**src/core/uhb_pkg.sv**
```systemverilog
// uhb_pkg: shared constants and types for the host byte port and clock pins
// assumes: both ends of the host port compile against this package
package uhb_pkg;
   localparam int ADDR_W = 3;              // register address width
   localparam int DATA_W = 8;              // data bus width
   localparam int NUM_REGS = 8;            // registers reachable by the address
   localparam int SRC_W = 4;               // interrupt sources modelled
   // register indices inside the device end
   localparam logic [2:0] REG_SCRATCH = 3'h0;  // plain read/write byte
   localparam logic [2:0] REG_SRC_STAT = 3'h1; // source status, write 1 to clear
   localparam logic [2:0] REG_SRC_MASK = 3'h2; // per-source mask (second level)
   localparam logic [2:0] REG_GLB_MASK = 3'h3; // block mask (first level), bit 0
   localparam logic [2:0] REG_GP_OUT = 3'h4;   // general output two, bit 0
   localparam logic [2:0] REG_CLK_MODE = 3'h5; // clock mode, read only, bit 0
   localparam logic [7:0] RST_BYTE = 8'h00;    // wake-up value of every register but the clock mode
   localparam int GP_OUT_BIT = 0;              // field position of gp output
   localparam int CLK_MODE_BIT = 0;            // field position of clock mode
   localparam int GLB_EN_BIT = 0;              // field position of block enable
   // clock mode latched at reset
   typedef enum logic {UHB_CLK_EXT, UHB_CLK_XTAL} uhb_clk_mode_t;
   // host sequencer states
   typedef enum logic [1:0] {UHB_IDLE, UHB_SETUP, UHB_STROBE, UHB_DONE} uhb_hst_state_t;
   localparam int STROBE_CYC = 2;              // not used; the host strobe stays low for HOLD_CYC plus one cycles
endpackage : uhb_pkg

```
**src/core/uhb_if.sv**
```systemverilog
// uhb_if: host byte port wires between the host end and the device end
// assumes: a bench resolves the shared data byte from the two enables
`timescale 1ns/1ps
interface uhb_if;
   logic cs_n;                        // chip select, active low
   logic rd_n;                        // read strobe, active low
   logic wr_n;                        // write strobe, active low
   logic [2:0] reg_addr;              // register address
   logic [7:0] host_bus_byte_h_o;     // host drive value
   logic host_bus_byte_h_oe_n;        // host drive enable, low drives
   logic [7:0] host_bus_byte_d_o;     // device drive value
   logic host_bus_byte_d_oe_n;        // device drive enable, low drives
   logic [7:0] host_bus_byte;         // resolved bus level, set by bench
   logic irq;                         // interrupt request, active high
   modport dev (input cs_n, input rd_n, input wr_n, input reg_addr, input host_bus_byte,
      output host_bus_byte_d_o, output host_bus_byte_d_oe_n, output irq);
   modport host (output cs_n, output rd_n, output wr_n, output reg_addr, input host_bus_byte,
      output host_bus_byte_h_o, output host_bus_byte_h_oe_n, input irq);
endinterface : uhb_if

```
**src/core/uhb_dev.sv**
```systemverilog
// uhb_dev: device end of the host byte port, register file, irq, clock pins
// assumes: port pins arrive asynchronously; the oscillator itself is analog
// assumes: the host holds select, address and write byte through the whole strobe
// assumes: strobes last at least five clocks, so the three-flop agreement lands inside
// assumes: the rts pin is steady for a few clocks before reset is released
`timescale 1ns/1ps
module uhb_dev (
   input wire logic clk_sys_i,                       // system clock
   input wire logic rst_i,                           // synchronous reset, high
   uhb_if.dev bus,                                   // host side
   input wire logic [uhb_pkg::SRC_W-1:0] src_evt_i,  // interrupt events, pulses
   input wire logic rts_pin_i,                       // request-to-send pin level
   output logic rts_pin_oe_n_o,                      // rts drive enable, low drives
   output logic rts_pin_o,                           // rts drive value
   input wire logic rts_req_i,                       // rts level asked for by core
   output logic gp_out_or_xtal_out_o,                // second clock pin value
   output logic gp_out_or_xtal_out_oe_n_o,           // second clock pin enable
   input wire logic osc_fb_i,                        // oscillator inverter feedback
   output logic [7:0] gp_out_o,                      // mirror of gp register
   output logic clk_mode_o                           // latched clock mode
);
   import uhb_pkg::*;

   // synchroniser triples and registers, all in one struct
   typedef struct packed {
      // raw pin samples, three flops each
      logic [2:0] cs_s;              // select samples, newest in bit 0
      logic [2:0] rd_s;              // read strobe samples
      logic [2:0] wr_s;              // write strobe samples
      logic [2:0] rts_s;             // request-to-send pin samples
      // levels once the second and third flops agree
      logic rd_q;                    // agreed read level (active low)
      logic wr_q;                    // agreed write level (active low)
      logic cs_q;                    // agreed select level (active low)
      // read return path
      logic [7:0] rdat;              // read data held on bus
      logic drv;                     // drive bus this cycle
      // host-visible registers
      logic [7:0] scratch;           // plain read/write byte
      logic [SRC_W-1:0] stat;        // sticky source status
      logic [SRC_W-1:0] smask;       // per-source mask, second level
      logic glb_en;                  // block enable, first level
      logic gp;                      // general output two level
      // clock pin configuration
      logic mode;                    // 1 = crystal
      logic rst_seen;                // first cycle after reset has passed
      // interrupt request flop
      logic irq;                     // registered request level
   } uhb_dev_st_t;

   uhb_dev_st_t ff, nxt_ff;          // state and next state
   logic [7:0] rsel;                 // addressed register content
   logic wr_fall;                    // agreed write strobe has just fallen
   logic [SRC_W-1:0] clr;            // status clear request
   logic mode_at_rst;                // clock mode seen through the rts synchroniser

   // read mux
   always_comb begin
      rsel = RST_BYTE;
      // decode uses the raw address: it is settled long before
      // the agreed read level lets the byte onto the bus
      // address decode
      unique case (bus.reg_addr)
         REG_SCRATCH: rsel = ff.scratch;
         REG_SRC_STAT: rsel = 8'(ff.stat);
         REG_SRC_MASK: rsel = 8'(ff.smask);
         REG_GLB_MASK: rsel = 8'(ff.glb_en);
         REG_GP_OUT: rsel = 8'(ff.gp);
         REG_CLK_MODE: rsel = 8'(ff.mode);
         default: rsel = RST_BYTE;   // unused addresses read zero
      endcase
   end

   // next state
   always_comb begin
      nxt_ff = ff;
      // three-stage sampling of host strobes, any phase
      nxt_ff.cs_s = {ff.cs_s[1:0], bus.cs_n};
      nxt_ff.rd_s = {ff.rd_s[1:0], bus.rd_n};
      nxt_ff.wr_s = {ff.wr_s[1:0], bus.wr_n};
      nxt_ff.rts_s = {ff.rts_s[1:0], rts_pin_i};

      // a level counts only once the second and third flops agree
      if (ff.cs_s[2] == ff.cs_s[1]) begin
         nxt_ff.cs_q = ff.cs_s[2];
      end
      // read strobe agreement
      if (ff.rd_s[2] == ff.rd_s[1]) begin
         nxt_ff.rd_q = ff.rd_s[2];
      end
      // write strobe agreement
      if (ff.wr_s[2] == ff.wr_s[1]) begin
         nxt_ff.wr_q = ff.wr_s[2];
      end
      // clock mode follows the agreed rts level; taken only under reset
      mode_at_rst = ff.mode;
      if (ff.rts_s[2] == ff.rts_s[1]) begin
         mode_at_rst = ff.rts_s[2];
      end

      // a write is taken when the agreed strobe falls, while the host still
      // drives the byte; at release it would be too late, the host lets go of
      // the bus one clock after its strobe, before the release is agreed
      wr_fall = ff.wr_q == 1'b1 && nxt_ff.wr_q == 1'b0 && ff.cs_q == 1'b0;
      clr = '0;

      // read places addressed byte; only under agreed select
      // the raw select is not read here: only synchronised select and strobe levels reach a flop
      nxt_ff.drv = ~nxt_ff.rd_q & ~nxt_ff.cs_q;
      // refresh the byte while the read lasts
      if (nxt_ff.drv) begin
         nxt_ff.rdat = rsel;
      end

      // capture on write; deselected means no change
      if (wr_fall) begin
         unique case (bus.reg_addr)
            REG_SCRATCH: nxt_ff.scratch = bus.host_bus_byte;
            REG_SRC_STAT: clr = bus.host_bus_byte[SRC_W-1:0];
            REG_SRC_MASK: nxt_ff.smask = bus.host_bus_byte[SRC_W-1:0];
            REG_GLB_MASK: nxt_ff.glb_en = bus.host_bus_byte[GLB_EN_BIT];
            REG_GP_OUT: nxt_ff.gp = bus.host_bus_byte[GP_OUT_BIT];
            default: ;               // read-only or unused: ignored
         endcase
      end

      // sticky sources; a new event wins over a clear
      nxt_ff.stat = (ff.stat & ~clr) | src_evt_i;
      nxt_ff.irq = ff.glb_en & |(ff.stat & ff.smask);

      // mode stays as latched under reset; no write reaches it
      // rst_seen only times the rts pin turnaround after release
      if (!ff.rst_seen) begin
         nxt_ff.rst_seen = 1'b1;
      end
   end

   // state register; reset is synchronous, so the rts samples keep
   // shifting under reset and the mode is known when reset lets go
   always_ff @(posedge clk_sys_i) begin
      if (rst_i) begin
         ff <= '{
            cs_s: 3'h7,                    // select and strobes read as idle
            rd_s: 3'h7,
            wr_s: 3'h7,
            rts_s: nxt_ff.rts_s,           // pin sampled during reset
            rd_q: 1'b1,
            wr_q: 1'b1,
            cs_q: 1'b1,
            rdat: RST_BYTE,
            drv: 1'b0,                     // bus undriven
            scratch: RST_BYTE,
            stat: '0,
            smask: '0,
            glb_en: 1'b0,
            gp: 1'b0,
            mode: mode_at_rst,             // mode is only taken here
            rst_seen: 1'b0,
            irq: 1'b0
         };
      end else begin
         ff <= nxt_ff;
      end
   end

   // drive only while a read is in progress
   assign bus.host_bus_byte_d_o = ff.rdat;
   // raw select gates the enable, so a deselected port lets go at once
   // one of the few combinational uses of a raw pin, and it only masks an output
   assign bus.host_bus_byte_d_oe_n = ~(ff.drv & ~bus.cs_n);
   // limitation: after a read the agreed read level needs a few clocks to
   // return high, so the host must leave select high for a few clocks between
   // accesses or the old byte reappears on the bus

   assign bus.irq = ff.irq;

   // rts is an input during reset and until the first cycle after
   assign rts_pin_oe_n_o = rst_i | ~ff.rst_seen;
   // once released the pin shows the level the core asks for
   assign rts_pin_o = rts_req_i;

   // second pin is oscillator output in crystal mode, gp output otherwise
   assign gp_out_or_xtal_out_o = (ff.mode == UHB_CLK_XTAL) ? ~osc_fb_i : ff.gp;
   // the second pin is an output in both modes
   assign gp_out_or_xtal_out_oe_n_o = 1'b0;
   // mirrors for the core
   assign gp_out_o = 8'(ff.gp);
   assign clk_mode_o = ff.mode;
endmodule // uhb_dev

```
**src/flat_wrapper.sv**
```systemverilog
// flat-port wrapper written by rule: the top's interface ports become plain ports
module uhb_dev_flat import uhb_pkg::*;
  (clk_sys_i, rst_i, src_evt_i, rts_pin_i, rts_pin_oe_n_o, rts_pin_o, rts_req_i, gp_out_or_xtal_out_o, gp_out_or_xtal_out_oe_n_o, osc_fb_i, gp_out_o, clk_mode_o, bus_cs_n, bus_rd_n, bus_wr_n, bus_reg_addr, bus_host_bus_byte, bus_host_bus_byte_d_o, bus_host_bus_byte_d_oe_n, bus_irq);
  uhb_if bus_i ();
  input wire logic clk_sys_i;
  input wire logic rst_i;
  input wire logic [uhb_pkg::SRC_W-1:0] src_evt_i;
  input wire logic rts_pin_i;
  output logic rts_pin_oe_n_o;
  output logic rts_pin_o;
  input wire logic rts_req_i;
  output logic gp_out_or_xtal_out_o;
  output logic gp_out_or_xtal_out_oe_n_o;
  input wire logic osc_fb_i;
  output logic [7:0] gp_out_o;
  output logic clk_mode_o;
  input wire logic [$bits(bus_i.cs_n)-1:0] bus_cs_n;
  input wire logic [$bits(bus_i.rd_n)-1:0] bus_rd_n;
  input wire logic [$bits(bus_i.wr_n)-1:0] bus_wr_n;
  input wire logic [$bits(bus_i.reg_addr)-1:0] bus_reg_addr;
  input wire logic [$bits(bus_i.host_bus_byte)-1:0] bus_host_bus_byte;
  output wire logic [$bits(bus_i.host_bus_byte_d_o)-1:0] bus_host_bus_byte_d_o;
  output wire logic [$bits(bus_i.host_bus_byte_d_oe_n)-1:0] bus_host_bus_byte_d_oe_n;
  output wire logic [$bits(bus_i.irq)-1:0] bus_irq;
  assign bus_i.cs_n = bus_cs_n;
  assign bus_i.rd_n = bus_rd_n;
  assign bus_i.wr_n = bus_wr_n;
  assign bus_i.reg_addr = bus_reg_addr;
  assign bus_i.host_bus_byte = bus_host_bus_byte;
  assign bus_host_bus_byte_d_o = bus_i.host_bus_byte_d_o;
  assign bus_host_bus_byte_d_oe_n = bus_i.host_bus_byte_d_oe_n;
  assign bus_irq = bus_i.irq;
  uhb_dev u_core (.clk_sys_i(clk_sys_i), .rst_i(rst_i), .bus(bus_i), .src_evt_i(src_evt_i), .rts_pin_i(rts_pin_i), .rts_pin_oe_n_o(rts_pin_oe_n_o), .rts_pin_o(rts_pin_o), .rts_req_i(rts_req_i), .gp_out_or_xtal_out_o(gp_out_or_xtal_out_o), .gp_out_or_xtal_out_oe_n_o(gp_out_or_xtal_out_oe_n_o), .osc_fb_i(osc_fb_i), .gp_out_o(gp_out_o), .clk_mode_o(clk_mode_o));
endmodule
```
**config.mk**
```make
export PLATFORM = sky130hd
export DESIGN_NAME = uhb_dev_flat
export DESIGN_NICKNAME = d
export VERILOG_FILES = /design/src/core/uhb_pkg.sv /design/src/core/uhb_if.sv /design/src/core/uhb_dev.sv /design/src/flat_wrapper.sv
export SDC_FILE = /design/constraint.sdc
export NUM_CORES = 1
export LEC_CHECK = 0
export ABC_AREA = 1
export BUFFER_PORTS_ARGS = -buffer_cell sky130_fd_sc_hd__buf_2
export CORE_UTILIZATION = 57
export CTS_BUF_LIST = sky130_fd_sc_hd__clkbuf_16
export DETAILED_ROUTE_END_ITERATION = 8
export GPL_ROUTABILITY_DRIVEN = 0
export PLACE_DENSITY = 0.95
export SYNTH_ARGS = -nofsm -noshare
export SYNTH_HDL_FRONTEND = slang
export SYNTH_SLANG_ARGS = --single-unit
```
**constraint.sdc**
```tcl
create_clock -name clk_sys_i -period 3.25 [get_ports clk_sys_i]
set_input_delay 0.4875 -clock clk_sys_i [delete_from_list [all_inputs] [get_ports clk_sys_i]]
set_output_delay 0.4875 -clock clk_sys_i [all_outputs]
set_load 0.005 [all_outputs]
```
-- Word level (Yosys, flattened, before mapping)
Cells that the tools add are included.
- shift operators: 0
- eq/ne operators: 9
- bitwise logic cells: 16
- multiplexer cells: 8
- add/sub/neg operators: 0
- divide/modulo/power cells: 0
- reduce and logical (&&, ||, !) cells: 9
- multiply operators: 0
- magnitude comparators: 0
- operators with widths (operator ; count):
    8-bit one-hot mux with 6 select lines ; 1
    2-bit AND reduction ; 5
    4-bit AND ; 2
    4-bit two-way mux ; 2
    1-bit inverter ; 8
    3-bit by 2-bit equality test with 1-bit output, second input constant ; 2
    3-bit equality test, second input constant ; 2
    1-bit equality test ; 4
    1-bit two-way mux ; 4
    4-bit inverter ; 1
    4-bit OR ; 1
    4-bit OR reduction ; 1
    1-bit AND ; 3
    3-bit by 1-bit equality test with 1-bit output, second input constant ; 1
    3-bit zero test ; 1
    1-bit logical AND ; 2
    2-bit two-way mux ; 1
    1-bit OR ; 1
- bits in read-only memories: 0
- bits in writable memories: 0
- word-level logic and storage cells: 59
- input bits: 23
- register bits: 45
- latch bits: 0
- output and inout port bits: 23
- memories kept: 0

-- Depth between registers and ports, before layout
- depth after elaboration: 9
- mapped depth: 8
- gate-level depth less buffers: 8

-- Least setup slack after synthesis
No wires, ideal clock.
- path type: input port to output port
- start: in rst_i
- end: out rts_pin_oe_n_o
- data arrival time: 0.845 ns
- path buffers: 1
- cell stages on the path: 3
- setup slack: 1.917 ns
- path through: inv_2 -> buf_2 -> nand2_1
- cells in the longest elaborated chain, start to end: 1
- ends and longest elaborated chain (element ; line ; text):
    from (decl) ; flat_wrapper.sv:6 ; input wire logic rst_i;
    1-bit OR ; uhb_dev.sv:178 ; assign rts_pin_oe_n_o = rst_i | ~ff.rst_seen;
    to (decl) ; flat_wrapper.sv:9 ; output logic rts_pin_oe_n_o;
Every way passes these cells.

-- Worst setup path after layout
Same ends and word-level chain as after synthesis.

==> impl_results.md <==
* CTS Buf Count at 5
* Syn Std Cell Area at 2010 sq um
* Crit path kind: input port to output port
* Drt wl/cell at 12.0 microns
* Worst hold path depth at 1
* Final hold vios at 0
* R2R depth at 4
* MaxCap Viol Count at 0
* Io pins at 46
* Minimum clock period at 1.78 ns
* Unrepaired setup endpoints after global routing: no
* Leading post-synthesis cells by cell area: dfxtp_1 44%, nand2_1 8.8%, buf_4 6.7%
* CP Capture Type: output port
* Total leakage power at 1.03 nW
* Layout area overhead at 10.7%
* Commonest non-fill, non-tap cell in the layout: nand2_1
* Gr ovfl total at 0
* CP startpoint: rst_i
* Initial Utilization at 59.7%
* Hold buffers post-CTS at 0
* # nets final at 298
* First-pass GRT wire length at 6.12 mm
* Tot GR Track Use at 23.2%
* R2r startpoint: u_core.ff[30]$_SDFF_PP1_
* Largest net degree at the start of global routing at 29
* Remaining DRCs at 0
* CTS Buffer Depth at 2
* XOR/XNOR share of the synthesized area at 0.436%
* RR Endpoint: u_core.ff[10]$_SDFF_PP0_
* Root buffer cell: clkbuf_16
* Setup TNS at 0 ns
* HP Class: input port to flop
* Cts repair resizes at 0
* FFs w/ async S/R, synth at 0%
* Synth Area in Adders at 0%
* Hold WS at 0.306 ns
* Synth Flop Type: dfxtp_1
* Warnings from Yosys at 0
* Area leader, netlist: dfxtp_1
* Worst EP arrival at 1.29 ns
* Via count at 1597
* Largest family of logic cells by synthesized area: simple AND/OR/NAND/NOR gates
* Port-buffer cells at 35
* Site Rows at 21
* Most frequent cells in the layout: 47 x nand2_1, 44 x dfxtp_1, 35 x buf_2, 32 x nor2_1, 18 x inv_1
* Simple logic cell fraction of the synthesized area at 30.0%
* Clock skew at 0.00332 ns
* Post-route ant nets at 0
* Setup Fix Bufs, Post-CTS at 0
* Die Height at 61.3 microns
* Final wirelength at 3.85 mm
* Sequential share of the synthesized area at 45.4%
* Slew Limit Fails at 0
* Status: finished, final reports clean
* Power Dens Cells at 497 nW/um^2
* Number of global-route vias before repair at 1353
* Hpwl dp at 2.73 mm
* Clock slew at reported path FFs at 0.05 ns
* Layout cell share with drive strength beyond 1 at 24.6%
* Area of the multi-input gates at 823 sq um
* Post-synth cell types at 31
* Largest fanout on the critical path at 28
* Fmax at 562 MHz
* CP required at 2.76 ns
* Non-filler cells, final at 322
* Final period util at 54.7%
* Hold path startpoint: rts_pin_i
* Antenna cells at 0
* Fillers at 305
* DR vias/cell at 4.96
* Die Width at 61.3 microns
* CTS tree: built
* Post-Synthesis Mean Instance Area at 8.03 sq um
* Placed insts at 314
* Setup violators final at 0
* Mux cell area share after synthesis at 0%
* Worst vdd ir at 442 uV
* # clock sinks at 45
* Starting DRT DRC Count at 70
* Detailed Routing Iterations Pass 1 at 4
* Power consumption at 0.00110 W
* Worst Hold Path EP: u_core.ff[33]$_DFF_P_
* Top cell type's share of synthesized area at 43.9%
* Core Footprint at 3360 sq um
* DIE AREA at 3760 sq um
* Slack of the worst reg-to-reg path at 2.08 ns
* Worst-Skew Late Latency at 0.28 ns
* Synthesized flop and latch total at 45
* FF+latch area at 911 sq um
* CP Launch Type: input port
* Post-synth EDFFs at 1
* Initial antenna violation count at 0
* Compound-Gate Fraction of Synth Area at 9.10%
* Post-Synthesis Cells at 250
* H-tree Lvls at 2
sequential cells by signal, indices dropped and copies added, names as in the netlist:
register,count
u_core.bus.irq,1
u_core.gp_out_o,1
u_core.ff,34
u_core.clk_mode_o,1
u_core.bus.host_bus_byte_d_o,8
synth_stat cells, types with 2 or more instances:
| cell | count |
|---|---|
| nand2_8 | 2 |
| buf_6 | 3 |
| nand4_1 | 6 |
| clkbuf_1 | 2 |
| nor2_8 | 2 |
| nor2_2 | 2 |
| or2_2 | 5 |
| nand3_1 | 14 |
| buf_4 | 18 |
| nor2_1 | 32 |
| nand2_2 | 4 |
| dfxtp_1 | 44 |
| inv_2 | 4 |
| a21oi_1 | 11 |
| o21ai_0 | 10 |
| nand2_1 | 47 |
| inv_1 | 18 |
| nand2_4 | 2 |
| o21ai_1 | 12 |
worst max-delay path: stages:
cell     delay [ns]
buf_2          0.20
inv_2          0.38
nand2_1        0.08
buf_2          0.14
metal layers:
layer / routed length [microns] / global-route usage (%) / vias up
met4: 37 / 8.57 / 0
met5: 0 / 0 / -
met2: 1990 / 39.3 / 55
met3: 226 / 7.56 / 4
li1: - / - / 815
met1: 1600 / 27.6 / 723
cell type report:
cell class / count / share of cell area (%)
inverters: 26 / 5.29
flip-flops and latches: 45 / 41.0
clock buffers: 5 / 5.63
clock inverters: 3 / 0.563
repair buffers: 35 / 7.88
well taps: 46 / 2.59
multi-input cells: 162 / 37.0
stage by stage:
step                      utilization, %  setup slack [ns]  instance area [sq um]
after floorplan                        -              1.92                   2030
after global placement              62.0              1.50                   2080
after detailed placement            62.0              1.48                   2080
after CTS                           66.1              1.47                   2220
after global routing                66.1              1.37                   2220
final                               66.1              1.47                   2220
logic make-up after synthesis:
| group | after synthesis |
|---|---|
| compound gates | 35 |
| xor+xnor | 1 |
| buf+inv | 50 |
| flops | 45 |
| other cells | 1 |
| simple gates | 118 |
how the worst max path moves through the flow:
stage | endpoint | cells past startpoint
3_5_place_dp | rts_pin_oe_n_o | 4
2_1_floorplan | rts_pin_oe_n_o | 3
6_report | rts_pin_oe_n_o | 4
5_1_grt | rts_pin_oe_n_o | 4
4_1_cts | rts_pin_oe_n_o | 4
3_3_place_gp | rts_pin_oe_n_o | 4
report_power, final:
part | switching [W] | internal, W | leakage [nW]
clock network | 0.000188 | 0.000277 | 0.0687
logic | 0.0000441 | 0.0000238 | 0.597
registers | 0.00000634 | 0.000566 | 0.369
total | 0.000238 | 0.000867 | 1.03
(Power assumes the default switching activity.)
